### config.mk
export PLATFORM = sky130hd
export DESIGN_NAME = cgs_clock_ctrl
export DESIGN_NICKNAME = d
export VERILOG_FILES = /design/src/hw/cgs_pkg.sv /design/src/hw/cgs_gear_if.sv /design/src/hw/cgs_gear_div.sv /design/src/hw/cgs_clock_ctrl.sv
export SDC_FILE = /design/constraint.sdc
export NUM_CORES = 1
export LEC_CHECK = 0
export BUFFER_PORTS_ARGS = -buffer_cell sky130_fd_sc_hd__buf_2
export CAP_MARGIN = 20
export CORE_MARGIN = 8
export CORE_UTILIZATION = 54
export CTS_BUF_LIST = sky130_fd_sc_hd__clkbuf_8
export DETAILED_ROUTE_END_ITERATION = 7
export PLACE_DENSITY = 0.95
export SLEW_MARGIN = 25
export SYNTH_ARGS = -nofsm -noshare
export SYNTH_HDL_FRONTEND = slang
export SYNTH_SLANG_ARGS = --single-unit
### constraint.sdc
create_clock -name clk_i -period 4.2 [get_ports clk_i]
set_clock_uncertainty 0.1 [all_clocks]
set_input_delay 0.42 -clock clk_i [delete_from_list [all_inputs] [get_ports clk_i]]
set_output_delay 0.42 -clock clk_i [all_outputs]
set_load 0.05 [all_outputs]
### src/hw/cgs_pkg.sv
// Constants for the fast clock gear and oscillator switch control block.
// Assumes AXI4-Lite register access with 32-bit data, one register per word.
// Contract
// - Gear field selects quarter, half, full reference
// - Gear register upper bits read zero, resets zero
// - Hardware governs external enables, pins on stop
// - All three oscillators off raises clock reset
// - Slow clock selected but stopped raises reset
// - Internal reference selected but stopped raises reset
// - External reference selected but stopped raises reset
// - Fast enable without pin function raises reset
// - Stopping old oscillator mid-switch raises reset
// - Reference select picks external or internal clock
// - Reference switch completes within bounded time
// - Switch stops reference briefly without runt pulses
// - Reference select writes ignored in slow mode
// - Re-enabling running fast oscillator starts no warm-up
// - System clock is gear or slow quarter
package cgs_pkg;
  // Register indices; byte address is four times the index
  localparam logic [11:0] IDX_CLOCK_GEAR     = 12'hFCF;
  localparam logic [11:0] IDX_SYS_CONTROL_1  = 12'hFDC;
  localparam logic [11:0] IDX_SYS_CONTROL_2  = 12'hFDD;
  localparam logic [11:0] IDX_PORT_ZERO_FUNC = 12'hFD0;

  // Field positions
  localparam int GEAR_LSB       = 0;
  localparam int REF_SEL_BIT    = 3;
  localparam int INT_EN_BIT     = 7;
  localparam int FAST_EN_BIT    = 6;
  localparam int SLOW_EN_BIT    = 5;
  localparam int SYS_SEL_BIT    = 4;
  localparam int FAST_PIN_BIT   = 0;
  localparam int SLOW_PIN_BIT   = 2;

  // Values after reset
  localparam logic [1:0] GEAR_RESET     = 2'h0;
  localparam logic       REF_SEL_RESET  = 1'h0;
  localparam logic       INT_EN_RESET   = 1'h1;
  localparam logic       FAST_EN_RESET  = 1'h0;
  localparam logic       SLOW_EN_RESET  = 1'h0;
  localparam logic       SYS_SEL_RESET  = 1'h0;
  localparam logic       PIN_FUNC_RESET = 1'h0;

  // Gear encodings
  localparam logic [1:0] GEAR_DIV4     = 2'h0;
  localparam logic [1:0] GEAR_DIV2     = 2'h1;
  localparam logic [1:0] GEAR_DIV1     = 2'h2;
  localparam logic [1:0] GEAR_RESERVED = 2'h3;

  // Cycle counts
  localparam logic [1:0] RESET_HOLD_CYCLES = 2'h2;

  localparam logic [1:0] RESP_OKAY   = 2'h0;
  localparam logic [1:0] RESP_SLVERR = 2'h2;

  typedef enum logic [1:0] {SW_IDLE, SW_WAIT_OLD_LOW, SW_HOLD} cgs_switch_t;
endpackage

### src/hw/cgs_gear_if.sv
// Carrier between the control top and its gear divider.
// Assumes both ends run on the same system clock.
`timescale 1ns/10ps
interface cgs_gear_if;
  logic       ref_level;   // Selected fast reference, sampled
  logic       ref_rise;    // One-cycle pulse on reference rising edge
  logic [1:0] divide_sel;  // Requested gear setting
  logic       gear_clk;    // Divided gear clock level
  logic [1:0] gear_active; // Gear setting now in effect

  modport ctrl (output ref_level, output ref_rise, output divide_sel, input gear_clk, input gear_active);
  modport div  (input ref_level, input ref_rise, input divide_sel, output gear_clk, output gear_active);
endinterface

### src/hw/cgs_gear_div.sv
// Gear divider: derives the gear clock from the sampled fast reference.
// Assumes reference edges arrive well below half the system clock rate.
`timescale 1ns/10ps
module cgs_gear_div (
  input  wire logic clk_i,   // System clock
  input  wire logic reset_i, // Synchronous reset, active high
  cgs_gear_if.div   gear     // Reference in, gear clock out
);
  logic [1:0] active_sel;
  logic [1:0] edge_cnt;
  logic       div_level;
  logic       boundary;
  logic [1:0] next_cnt;
  logic       next_level;

  // Boundary: divided clock about to rise; full-rate passes at any rise
  assign boundary = gear.ref_rise &&
                    ((active_sel == cgs_pkg::GEAR_DIV1) ||
                     (edge_cnt == 2'h0 && !div_level) ||
                     (active_sel == cgs_pkg::GEAR_DIV2 && !div_level));

  always_comb begin
    next_cnt   = edge_cnt;
    next_level = div_level;
    if (gear.ref_rise) begin
      case (active_sel)
        cgs_pkg::GEAR_DIV4: begin
          next_cnt = edge_cnt + 2'h1;
          if (edge_cnt[0]) begin
            next_level = !div_level;
          end
        end
        cgs_pkg::GEAR_DIV2: begin
          next_level = !div_level;
        end
        default: begin
          next_cnt = 2'h0;
        end
      endcase
    end
  end

  always_ff @(posedge clk_i) begin
    if (reset_i) begin
      active_sel <= cgs_pkg::GEAR_RESET;
      edge_cnt   <= 2'h0;
      div_level  <= 1'b0;
    end else begin
      // Reserved code keeps the old setting rather than guess a ratio
      if (boundary && gear.divide_sel != cgs_pkg::GEAR_RESERVED) begin
        active_sel <= gear.divide_sel;
      end
      edge_cnt  <= next_cnt;
      div_level <= next_level;
    end
  end

  // Full rate follows the reference itself; leaving it while div_level is low gives a one-cycle runt
  assign gear.gear_clk    = (active_sel == cgs_pkg::GEAR_DIV1) ? gear.ref_level : div_level;
  assign gear.gear_active = active_sel;
endmodule

### src/hw/cgs_clock_ctrl.sv
// Fast clock gear and oscillator switch control, AXI4-Lite register slave.
// Assumes oscillator clocks arrive on pins well below half the system clock.
`timescale 1ns/10ps
module cgs_clock_ctrl #(
  parameter int ADDR_W = 16 // AXI address width
) (
  input  wire logic              clk_i,                 // System clock, 100 MHz
  input  wire logic              reset_i,               // Synchronous reset, active high
  input  wire logic [ADDR_W-1:0] s_axi_awaddr,          // Write address
  input  wire logic              s_axi_awvalid,         // Write address valid
  output logic                   s_axi_awready,         // Write address ready
  input  wire logic [31:0]       s_axi_wdata,           // Write data
  input  wire logic [3:0]        s_axi_wstrb,           // Write strobes
  input  wire logic              s_axi_wvalid,          // Write data valid
  output logic                   s_axi_wready,          // Write data ready
  output logic [1:0]             s_axi_bresp,           // Write response
  output logic                   s_axi_bvalid,          // Write response valid
  input  wire logic              s_axi_bready,          // Write response ready
  input  wire logic [ADDR_W-1:0] s_axi_araddr,          // Read address
  input  wire logic              s_axi_arvalid,         // Read address valid
  output logic                   s_axi_arready,         // Read address ready
  output logic [31:0]            s_axi_rdata,           // Read data
  output logic [1:0]             s_axi_rresp,           // Read response
  output logic                   s_axi_rvalid,          // Read data valid
  input  wire logic              s_axi_rready,          // Read data ready
  input  wire logic              internal_fast_clk_i,   // Internal fast oscillator
  input  wire logic              external_fast_clock_i, // External fast oscillator
  input  wire logic              external_slow_clock_i, // External slow oscillator
  input  wire logic              stop_mode_i,           // Mode controller in stop mode
  output logic                   internal_osc_enable_o, // Internal fast oscillator enable
  output logic                   fast_osc_enable_o,     // External fast oscillator enable
  output logic                   slow_osc_enable_o,     // External slow oscillator enable
  output logic                   fast_crystal_pins_o,   // Fast crystal pin function
  output logic                   slow_crystal_pins_o,   // Slow crystal pin function
  output logic                   warmup_start_o,        // Warm-up counter start pulse
  output logic                   fast_reference_clock_o,// Selected fast reference
  output logic                   gear_clock_o,          // Gear clock
  output logic                   system_clock_o,        // System clock
  output logic                   switch_busy_o,         // Reference or system switch pending
  output logic                   sysclk_reset_o         // System clock reset
);
  // Decode slices bits 13:2 and tests the bits above, so at least one upper bit
  if (ADDR_W < 15 || ADDR_W > 32) begin : g_bad_addr_w
    $error("ADDR_W must hold the register byte addresses");
  end

  // Registers
  logic [1:0] gear_divide_select;
  logic       ref_sel;
  logic       int_en;
  logic       fast_en;
  logic       slow_en;
  logic       sys_sel;
  logic       fast_pin_func;
  logic       slow_pin_func;

  // Oscillator sampling; stage 0 feeds stage 1 only
  logic [2:0] int_sync;
  logic [2:0] fast_sync;
  logic [2:0] slow_sync;

  // Reference and system switch state, slow quarter clock, reset hold
  cgs_pkg::cgs_switch_t sw_state;
  logic                 ref_ext_active;
  logic                 ref_level;
  logic                 ref_level_q;
  logic                 sys_slow_active;
  logic [1:0]           slow_cnt;
  logic                 slow_quarter;
  logic [1:0]           reset_hold;

  // AXI state
  logic              aw_held;
  logic              w_held;
  logic [ADDR_W-1:0] aw_addr;
  logic [31:0]       w_data;
  logic [3:0]        w_strb;

  cgs_gear_if gear_bus ();

  cgs_gear_div u_gear (
    .clk_i   (clk_i),
    .reset_i (reset_i),
    .gear    (gear_bus.div)
  );

  function automatic logic [11:0] reg_index(input logic [ADDR_W-1:0] addr);
    reg_index = addr[13:2];
  endfunction

  function automatic logic is_mapped(input logic [ADDR_W-1:0] addr);
    logic [11:0] idx;
    idx = reg_index(addr);
    is_mapped = (addr[ADDR_W-1:14] == '0) &&
                (idx == cgs_pkg::IDX_CLOCK_GEAR || idx == cgs_pkg::IDX_SYS_CONTROL_1 ||
                 idx == cgs_pkg::IDX_SYS_CONTROL_2 || idx == cgs_pkg::IDX_PORT_ZERO_FUNC);
  endfunction

  // Write decode
  wire        do_write   = aw_held && w_held && !s_axi_bvalid;
  wire        wr_lane    = w_strb[0];
  wire [11:0] wr_idx     = reg_index(aw_addr);
  wire        wr_mapped  = is_mapped(aw_addr);
  wire        wr_gear    = do_write && wr_lane && wr_mapped && wr_idx == cgs_pkg::IDX_CLOCK_GEAR;
  wire        wr_sys1    = do_write && wr_lane && wr_mapped && wr_idx == cgs_pkg::IDX_SYS_CONTROL_1;
  wire        wr_sys2    = do_write && wr_lane && wr_mapped && wr_idx == cgs_pkg::IDX_SYS_CONTROL_2;
  wire        wr_port    = do_write && wr_lane && wr_mapped && wr_idx == cgs_pkg::IDX_PORT_ZERO_FUNC;
  wire [7:0]  wbyte      = w_data[7:0];

  // Read decode
  wire        do_read    = s_axi_arvalid && s_axi_arready;
  wire [11:0] rd_idx     = reg_index(s_axi_araddr);
  wire [7:0]  gear_rd    = {6'h00, gear_divide_select};
  wire [7:0]  sys1_rd    = {4'h0, ref_sel, 3'h0};
  wire [7:0]  sys2_rd    = {int_en, fast_en, slow_en, sys_sel, 4'h0};
  wire [7:0]  port_rd    = {5'h00, slow_pin_func, 1'b0, fast_pin_func};
  wire [7:0]  rd_byte    = (rd_idx == cgs_pkg::IDX_CLOCK_GEAR)    ? gear_rd :
                           (rd_idx == cgs_pkg::IDX_SYS_CONTROL_1) ? sys1_rd :
                           (rd_idx == cgs_pkg::IDX_SYS_CONTROL_2) ? sys2_rd :
                           (rd_idx == cgs_pkg::IDX_PORT_ZERO_FUNC) ? port_rd : 8'h00;

  // Oscillator edges from the settled stages only
  wire int_lvl   = int_sync[1];
  wire fast_lvl  = fast_sync[1];
  wire int_fall  = int_sync[2] && !int_sync[1];
  wire fast_fall = fast_sync[2] && !fast_sync[1];
  wire slow_rise = !slow_sync[2] && slow_sync[1];

  // Stop mode lets hardware override external enables and pins
  wire fast_en_eff  = fast_en && !stop_mode_i;
  wire slow_en_eff  = slow_en && !stop_mode_i;
  wire fast_pin_eff = fast_pin_func && !stop_mode_i;
  wire slow_pin_eff = slow_pin_func && !stop_mode_i;

  wire ref_pending  = ref_sel != ref_ext_active;
  wire old_ref_en   = ref_ext_active ? fast_en : int_en;
  wire old_ref_fall = ref_ext_active ? fast_fall : int_fall;
  wire new_ref_fall = ref_ext_active ? int_fall : fast_fall;
  wire sys_pending  = sys_sel != sys_slow_active;
  wire old_sys_en   = sys_slow_active ? slow_en : (ref_ext_active ? fast_en : int_en);

  // Clock reset causes, masked while stopped since every oscillator may halt
  wire cause_all_off  = !int_en && !fast_en && !slow_en;
  wire cause_slow_off = sys_sel && !slow_en;
  wire cause_int_off  = !sys_sel && !ref_sel && !int_en;
  wire cause_fast_off = !sys_sel && ref_sel && !fast_en;
  wire cause_no_pins  = fast_en && !fast_pin_func;
  wire cause_midswap  = (sw_state != cgs_pkg::SW_IDLE && !old_ref_en) ||
                        (sys_pending && !old_sys_en);
  wire clock_fault    = !stop_mode_i && (cause_all_off || cause_slow_off || cause_int_off ||
                        cause_fast_off || cause_no_pins || cause_midswap);

  always_ff @(posedge clk_i) begin
    int_sync  <= {int_sync[1:0], internal_fast_clk_i};
    fast_sync <= {fast_sync[1:0], external_fast_clock_i};
    slow_sync <= {slow_sync[1:0], external_slow_clock_i};
  end

  // Register file
  always_ff @(posedge clk_i) begin
    if (reset_i) begin
      gear_divide_select <= cgs_pkg::GEAR_RESET;
      ref_sel            <= cgs_pkg::REF_SEL_RESET;
      int_en             <= cgs_pkg::INT_EN_RESET;
      fast_en            <= cgs_pkg::FAST_EN_RESET;
      slow_en            <= cgs_pkg::SLOW_EN_RESET;
      sys_sel            <= cgs_pkg::SYS_SEL_RESET;
      fast_pin_func      <= cgs_pkg::PIN_FUNC_RESET;
      slow_pin_func      <= cgs_pkg::PIN_FUNC_RESET;
      warmup_start_o     <= 1'b0;
    end else begin
      warmup_start_o <= wr_sys2 && wbyte[cgs_pkg::FAST_EN_BIT] && !fast_en;
      if (wr_gear) begin
        gear_divide_select <= wbyte[cgs_pkg::GEAR_LSB +: 2];
      end
      if (wr_sys1 && !sys_sel) begin
        ref_sel <= wbyte[cgs_pkg::REF_SEL_BIT];
      end
      if (wr_sys2) begin
        int_en  <= wbyte[cgs_pkg::INT_EN_BIT];
        fast_en <= wbyte[cgs_pkg::FAST_EN_BIT];
        slow_en <= wbyte[cgs_pkg::SLOW_EN_BIT];
        sys_sel <= wbyte[cgs_pkg::SYS_SEL_BIT];
      end
      if (wr_port) begin
        fast_pin_func <= wbyte[cgs_pkg::FAST_PIN_BIT];
        slow_pin_func <= wbyte[cgs_pkg::SLOW_PIN_BIT];
      end
    end
  end

  // Reference switch: finish old period, hold low, resume on new clock
  always_ff @(posedge clk_i) begin
    if (reset_i) begin
      sw_state       <= cgs_pkg::SW_IDLE;
      ref_ext_active <= 1'b0;
    end else begin
      case (sw_state)
        cgs_pkg::SW_IDLE: begin
          if (ref_pending) begin
            sw_state <= cgs_pkg::SW_WAIT_OLD_LOW;
          end
        end
        cgs_pkg::SW_WAIT_OLD_LOW: begin
          if (old_ref_fall) begin
            sw_state <= cgs_pkg::SW_HOLD;
          end
        end
        cgs_pkg::SW_HOLD: begin
          if (new_ref_fall) begin
            ref_ext_active <= !ref_ext_active;
            sw_state       <= cgs_pkg::SW_IDLE;
          end
        end
        default: begin
          sw_state <= cgs_pkg::SW_IDLE;
        end
      endcase
    end
  end

  // Reference level: low while held, so no partial pulse escapes
  assign ref_level = (sw_state == cgs_pkg::SW_HOLD) ? 1'b0 :
                     (ref_ext_active ? fast_lvl : int_lvl);

  // Slow quarter clock and system clock source handover
  always_ff @(posedge clk_i) begin
    if (reset_i) begin
      ref_level_q     <= 1'b0;
      slow_cnt        <= 2'h0;
      slow_quarter    <= 1'b0;
      sys_slow_active <= 1'b0;
    end else begin
      ref_level_q <= ref_level;
      if (slow_rise) begin
        slow_cnt <= slow_cnt + 2'h1;
        if (slow_cnt[0]) begin
          slow_quarter <= !slow_quarter;
        end
      end
      // Hand over while both candidates sit low
      if (sys_pending && !slow_quarter && !gear_bus.gear_clk) begin
        sys_slow_active <= sys_sel;
      end
    end
  end

  assign gear_bus.ref_level  = ref_level;
  assign gear_bus.ref_rise   = ref_level && !ref_level_q;
  assign gear_bus.divide_sel = gear_divide_select;

  // Clock reset pulse, stretched so a running clock sees it
  always_ff @(posedge clk_i) begin
    if (reset_i) begin
      reset_hold     <= 2'h0;
      sysclk_reset_o <= 1'b0;
    end else begin
      if (clock_fault) begin
        reset_hold <= cgs_pkg::RESET_HOLD_CYCLES;
      end else if (reset_hold != 2'h0) begin
        reset_hold <= reset_hold - 2'h1;
      end
      sysclk_reset_o <= clock_fault || reset_hold > 2'h1;
    end
  end

  // AXI4-Lite slave; address and data taken in either order
  always_ff @(posedge clk_i) begin
    if (reset_i) begin
      aw_held      <= 1'b0;
      w_held       <= 1'b0;
      aw_addr      <= '0;
      w_data       <= 32'h0000_0000;
      w_strb       <= 4'h0;
      s_axi_bvalid <= 1'b0;
      s_axi_bresp  <= cgs_pkg::RESP_OKAY;
      s_axi_rvalid <= 1'b0;
      s_axi_rdata  <= 32'h0000_0000;
      s_axi_rresp  <= cgs_pkg::RESP_OKAY;
    end else begin
      if (s_axi_awvalid && s_axi_awready) begin
        aw_held <= 1'b1;
        aw_addr <= s_axi_awaddr;
      end
      if (s_axi_wvalid && s_axi_wready) begin
        w_held <= 1'b1;
        w_data <= s_axi_wdata;
        w_strb <= s_axi_wstrb;
      end
      if (do_write) begin
        aw_held      <= 1'b0;
        w_held       <= 1'b0;
        s_axi_bvalid <= 1'b1;
        s_axi_bresp  <= wr_mapped ? cgs_pkg::RESP_OKAY : cgs_pkg::RESP_SLVERR;
      end else if (s_axi_bready) begin
        s_axi_bvalid <= 1'b0;
      end
      if (do_read) begin
        s_axi_rvalid <= 1'b1;
        s_axi_rdata  <= {24'h000000, is_mapped(s_axi_araddr) ? rd_byte : 8'h00};
        s_axi_rresp  <= is_mapped(s_axi_araddr) ? cgs_pkg::RESP_OKAY : cgs_pkg::RESP_SLVERR;
      end else if (s_axi_rready) begin
        s_axi_rvalid <= 1'b0;
      end
    end
  end

  assign s_axi_awready = !aw_held && !s_axi_bvalid;
  assign s_axi_wready  = !w_held && !s_axi_bvalid;
  assign s_axi_arready = !s_axi_rvalid;

  assign internal_osc_enable_o  = int_en;
  assign fast_osc_enable_o      = fast_en_eff;
  assign slow_osc_enable_o      = slow_en_eff;
  assign fast_crystal_pins_o    = fast_pin_eff;
  assign slow_crystal_pins_o    = slow_pin_eff;
  assign fast_reference_clock_o = ref_level;
  assign gear_clock_o           = gear_bus.gear_clk;
  assign system_clock_o         = sys_slow_active ? slow_quarter : gear_bus.gear_clk;
  assign switch_busy_o          = ref_pending || sw_state != cgs_pkg::SW_IDLE || sys_pending;
endmodule

== Word-level counts from Yosys, hierarchy flattened ==
Index checks and enable logic that the tools add are counted.

* Mux-type cells: 28
* Bitwise logic cells: 1
* Add/sub/neg operators: 3
* Order comparisons: 1
* Eq/ne operators: 19
* Reductions and logical operators: 99

{| class="wikitable"
|+ Operator list
! kind !! number
|-
| == test 12 bit, second input constant || 8
|-
| logical AND 1 bit || 43
|-
| two-way mux 8 bit || 4
|-
| logical NOT 1 bit || 21
|-
| logical OR 1 bit || 17
|-
| two-way mux 2 bit || 7
|-
| two-way mux 1 bit || 13
|-
| nonzero test 2 bit || 6
|-
| logical NOT 2 bit || 5
|-
| != test 2 bit, second input constant || 4
|-
| one-hot mux 2 bit (3 select lines) || 1
|-
| AND reduction 2 bit || 3
|-
| AND reduction 3 bit || 2
|-
| adder 2 x 1 -> 2 bit, second input constant || 2
|-
| == test 2 x 1 -> 1 bit, second input constant || 2
|-
| == test 2 bit, second input constant || 2
|-
| one-hot mux 2 bit (2 select lines) || 1
|-
| OR reduction 2 bit || 2
|-
| two-way mux 3 bit || 1
|-
| greater-than comparator 2 x 1 -> 1 bit, second input constant || 1
|-
| != test 1 bit || 2
|-
| != test 2 x 1 -> 1 bit, second input constant || 1
|-
| one-hot mux 1 bit (2 select lines) || 1
|-
| subtractor 2 x 1 -> 2 bit, second input constant || 1
|-
| NOT 1 bit || 1
|}

* Register bits after elaboration: 76
* Output and inout port bits: 52
* Bits of input ports: 79
* Word-level logic and storage cells: 185

== Logic depth before layout (Yosys ltp) ==
* Depth after elaboration: 10
* Depth in mapped cells: 6

== Modules after synthesis ==
Synthesis repeated with hierarchy kept, for this count alone.

* Cells, all modules: 359
* Area total of the unflattened synthesis: 3193.1 um2

{| class="wikitable"
|+ By module, submodules not included
! module !! sequential area each (um2) !! area each (um2) !! times used !! cells an instance
|-
| cgs_clock_ctrl || 1321.3 || 2879.0 || 1 || 321
|-
| cgs_gear_div || 100.1 || 314.1 || 1 || 38
|}

== Worst setup path before layout ==
Ideal clock, no wire load.

* Path type: register -> register
* Start point: register s_axi_bvalid
* End point: register aw_addr[13]
* Slack: 1.900 ns
* Arrival: 2.130 ns
* Path buffers: 2
* Setup time: 0.070 ns
* Stages on the path, launching flop included: 7
* Path through: dfxtp_1 nor2_1 and2_1 clkbuf_1 clkbuf_1 nand2_1 a21oi_1

* Longest elaborated chain between the ends: 3

{| class="wikitable"
|+ Ends and longest elaborated chain
! element !! RTL line !! text
|-
| start, declared || cgs_clock_ctrl.sv:17 || <nowiki>output logic s_axi_bvalid,</nowiki>
|-
| start signal, assigned || cgs_clock_ctrl.sv:275 || <nowiki>s_axi_bvalid <= 1'b0;</nowiki>
|-
| start signal, assigned || cgs_clock_ctrl.sv:293 || <nowiki>s_axi_bvalid <= 1'b1;</nowiki>
|-
| start signal, assigned || cgs_clock_ctrl.sv:296 || <nowiki>s_axi_bvalid <= 1'b0;</nowiki>
|-
| logical NOT 1 bit || cgs_clock_ctrl.sv:308 || <nowiki>assign s_axi_awready = !aw_held && !s_axi_bvalid;</nowiki>
|-
| logical AND 1 bit || cgs_clock_ctrl.sv:308 ||
|-
| named net s_axi_awready || cgs_clock_ctrl.sv:11 || <nowiki>output logic s_axi_awready,</nowiki>
|-
| logical AND 1 bit || cgs_clock_ctrl.sv:281 || <nowiki>if (s_axi_awvalid && s_axi_awready) begin</nowiki>
|-
| end signal, assigned || cgs_clock_ctrl.sv:283 || <nowiki>aw_addr <= s_axi_awaddr;</nowiki>
|-
| end, declared || cgs_clock_ctrl.sv:75 || <nowiki>logic [ADDR_W-1:0] aw_addr;</nowiki>
|}

The timed path passes the listed nets, and every way through them passes these cells.
A chain may end at the register's enable or synchronous reset.

== Worst setup path after layout ==
* Start point: register ref_ext_active
* End point: output system_clock_o

* Longest elaborated chain between the ends: 4

{| class="wikitable"
|+ Ends and longest elaborated chain
! element !! RTL line !! text
|-
| start, declared || cgs_clock_ctrl.sv:64 || <nowiki>logic ref_ext_active;</nowiki>
|-
| start signal, assigned || cgs_clock_ctrl.sv:211 || <nowiki>ref_ext_active <= !ref_ext_active;</nowiki>
|-
| two-way mux 1 bit || cgs_clock_ctrl.sv:224 || <nowiki>(ref_ext_active ? fast_lvl : int_lvl);</nowiki>
|-
| two-way mux 1 bit || cgs_clock_ctrl.sv:223 || <nowiki>assign ref_level = (sw_state == cgs_pkg::SW_HOLD) ? 1'b0 :</nowiki>
|-
| two-way mux 1 bit || cgs_gear_div.sv:59 || <nowiki>assign gear.gear_clk = (active_sel == cgs_pkg::GEAR_DIV1) ? gear.ref_level : div_level;</nowiki>
|-
| two-way mux 1 bit || cgs_clock_ctrl.sv:319 || <nowiki>assign system_clock_o = sys_slow_active ? slow_quarter : gear_bus.gear_clk;</nowiki>
|-
| end, declared || cgs_clock_ctrl.sv:38 || <nowiki>output logic system_clock_o,</nowiki>
|}

No other way between the ends.

==> impl_metrics.py <==
metrics = {
    "layout": {
        "final_common_cell": "buf_2",
        "drive_gt1_frac": 0.218,
        "finalNetCount": 520,
        "post-route-util": 0.621,
        "area_growth_pct": 12.9,
        "stdcell_area_um2": 3630,
        "most-common-layout-cells": "73 x buf_2, 71 x dfxtp_1, 63 x nand2_1, 41 x a21oi_1, 26 x conb_1",
        "n_antenna_cell": 0,
        "fillers": 509,
    },
    "synth": {
        "ys_seq_elements": 71,
        "dominantRegCellSynth": "dfxtp_1",
        "synthMuxAreaShare": 0.0303,
        "synthArstFlopShare": 0,
        "syn_area_um2": 3220,
        "yosys.area_share.simple": 0.233,
        "synth_xor_area_frac": 0.0109,
        "synth.distinct_cells": 59,
        "synth_fa_ha_area_frac": 0.00389,
        "yosys_warnings": 0,
        "ys_seq_area_frac": 0.442,
        "synth_top_family_by_area": "simple AND/OR/NAND/NOR gates",
        "synthCells": 373,
        "synth_compound_area_frac": 0.168,
        "syn_avg_cell_area_um2": 8.62,
        "synth_edf_count": 0,
    },
    "run_status": {
        "outcome": "completed",
    },
    "route": {
        "initialDrtViolationCount": 230,
        "drc": 0,
        "wl_per_cell_um": 14.0,
        "vias": 2773,
        "viasPerCell": 5.34,
        "firstDrtPassIters": 4,
        "final_antenna_net_count": 0,
        "wl_um": 7280,
    },
    "grt": {
        "grt_pass1_vias": 2725,
        "grt_use_total": 0.175,
        "grt_pass1_wl_um": 12300,
        "grt_antenna_before_repair": 0,
        "grt.overflow.total": 0,
        "grt_max_degree": 42,
    },
    "timing": {
        "fmax_mhz": 392,
        "fin_crit_sh": 0.607,
        "setup_viol": 0,
        "finalCriticalPeriod_ps": 2550,
        "drv_slew": 0,
        "final_hold_viol_count": 0,
        "tns_ps": 0,
        "rsz0062_at_grt": "false",
    },
    "clock_network": {
        "ctsRootBufferMaster": "clkbuf_8",
        "htree_num_levels": 3,
        "clk-insertion-delay-late_ps": 350,
        "tritoncts": "done",
        "cts_hold_buf": 0,
        "cts_sinks": 71,
        "cts_resized": 0,
        "clk_pin_slew_ps": 60,
        "post_cts_buffers": 0,
        "clock_path_buffers": 2,
        "numCtsBuffers": 9,
    },
    "worst_setup_path": {
        "cp.required_ps": 3680,
        "path_max_fanout": 8,
        "cp.arrival_ps": 2030,
        "start_kind": "flop",
        "crit_path_end_kind": "output port",
        "crit_type": "reg2out",
    },
    "floorplanning": {
        "dieArea_um2": 8680,
        "die_w_um": 93.2,
        "die_y_um": 93.2,
        "start_util": 0.550,
        "rows": 28,
        "coreArea_um2": 5850,
        "ios": 131,
    },
    "power_and_ir_drop": {
        "p_leak_nw": 1.56,
        "irDropWorstVdd_v": 0.000286,
        "power_density_nw_per_um2": 376,
    },
    "place": {
        "dpl_cell_area_um2": 3470,
        "place_congestion": 0.863,
        "portBuffers": 73,
        "dp_hpwl_um": 5590,
    },
    "job": {
        "cap_violations": 0,
    },
    "worst_hold_path": {
        "min_path_type": "in2reg",
    },
}
## cell type report
class                   instances  area (µm²)  share of cell area
multi-input cells             270        1530               0.422
flip-flops and latches         71        1420               0.391
repair buffers                 74         373               0.103
clock buffers                  10         138              0.0379
well taps                      75        93.8              0.0258
inverters                      14        52.6              0.0145
clock inverters                 5        20.0             0.00551
## cell usage after synthesis (4+ instances only)
library cell / number / area share
and2_1: 4 / 0.0078
nor2_1: 20 / 0.023
o21ai_0: 13 / 0.020
nor2b_1: 10 / 0.019
o21bai_1: 5 / 0.012
nand2b_1: 4 / 0.0078
nor3_1: 10 / 0.016
buf_4: 26 / 0.061
a32oi_1: 6 / 0.016
clkbuf_1: 11 / 0.013
a21oi_1: 41 / 0.064
dfxtp_1: 71 / 0.44
nand4_1: 11 / 0.021
nand2_1: 63 / 0.074
inv_1: 14 / 0.016
## registers in the layout (all words and copies together), names as in the netlist, 2 cells and up
signal,count
u_gear.gear.gear_active,2
reset_hold,2
s_axi_rdata,8
slow_sync,3
sw_state,2
gear_bus.divide_sel,2
w_data,8
int_sync,3
aw_addr,14
u_gear.edge_cnt,2
fast_sync,3
## final timing paths
path / slack (ps) / cells past startpoint / from / to
max reg2reg: 2370 / 4 / ref_ext_active$_SDFFE_PP0P_ / u_gear.gear.gear_active[0]$_SDFFE_PP0P_
max: 1650 / 5 / ref_ext_active$_SDFFE_PP0P_ / system_clock_o
min reg2reg: 220 / 0 / int_sync[0]$_DFF_P_ / int_sync[1]$_DFF_P_
min: 70 / 1 / internal_fast_clk_i / int_sync[0]$_DFF_P_
## worst max-delay path, stage by stage (launching register included)
cell,delay [ps]
dfxtp_1,580
mux2i_4,360
nor3_1,110
a21o_1,170
mux2_2,250
buf_2,210
## layer usage
layer | track usage | routed length, µm
met5 | 0 | 0
met3 | 0.0625 | 596
met4 | 0.0711 | 119
met1 | 0.197 | 2980
met2 | 0.294 | 3580
## kinds of logic (layout without fill, tap and decap cells)
family | count (synthesis) | after routing
AOI/OAI and AO/OA | 86 | 86
adders and majority gates | 1 | 1
xor gates and xnor gates | 4 | 4
muxes | 7 | 7
buffers and inverters | 57 | 103
other | 1 | 26
and+or+nand+nor | 146 | 146
DFF | 71 | 71
## through the flow
step / std cells / setup slack (ps) / power (mW) / hold WS (ps)
4_1_cts: 519 / 1640 / 1.38 / 62.7
3_3_place_gp: 504 / 2050 / 0.926 / 214
2_1_floorplan: 398 / 1900 / 0.905 / 210
3_5_place_dp: 504 / 2020 / 0.933 / 216
5_1_grt: 519 / 1480 / 1.43 / 49.7
6_report: 519 / 1650 / 1.37 / 73.6
## power by group
group	internal [mW]	switching [mW]	total [mW]
Combinational	0.0528	0.144	0.197
Clock	0.217	0.229	0.447
Sequential	0.702	0.0199	0.722
(Power assumes the default switching activity.)
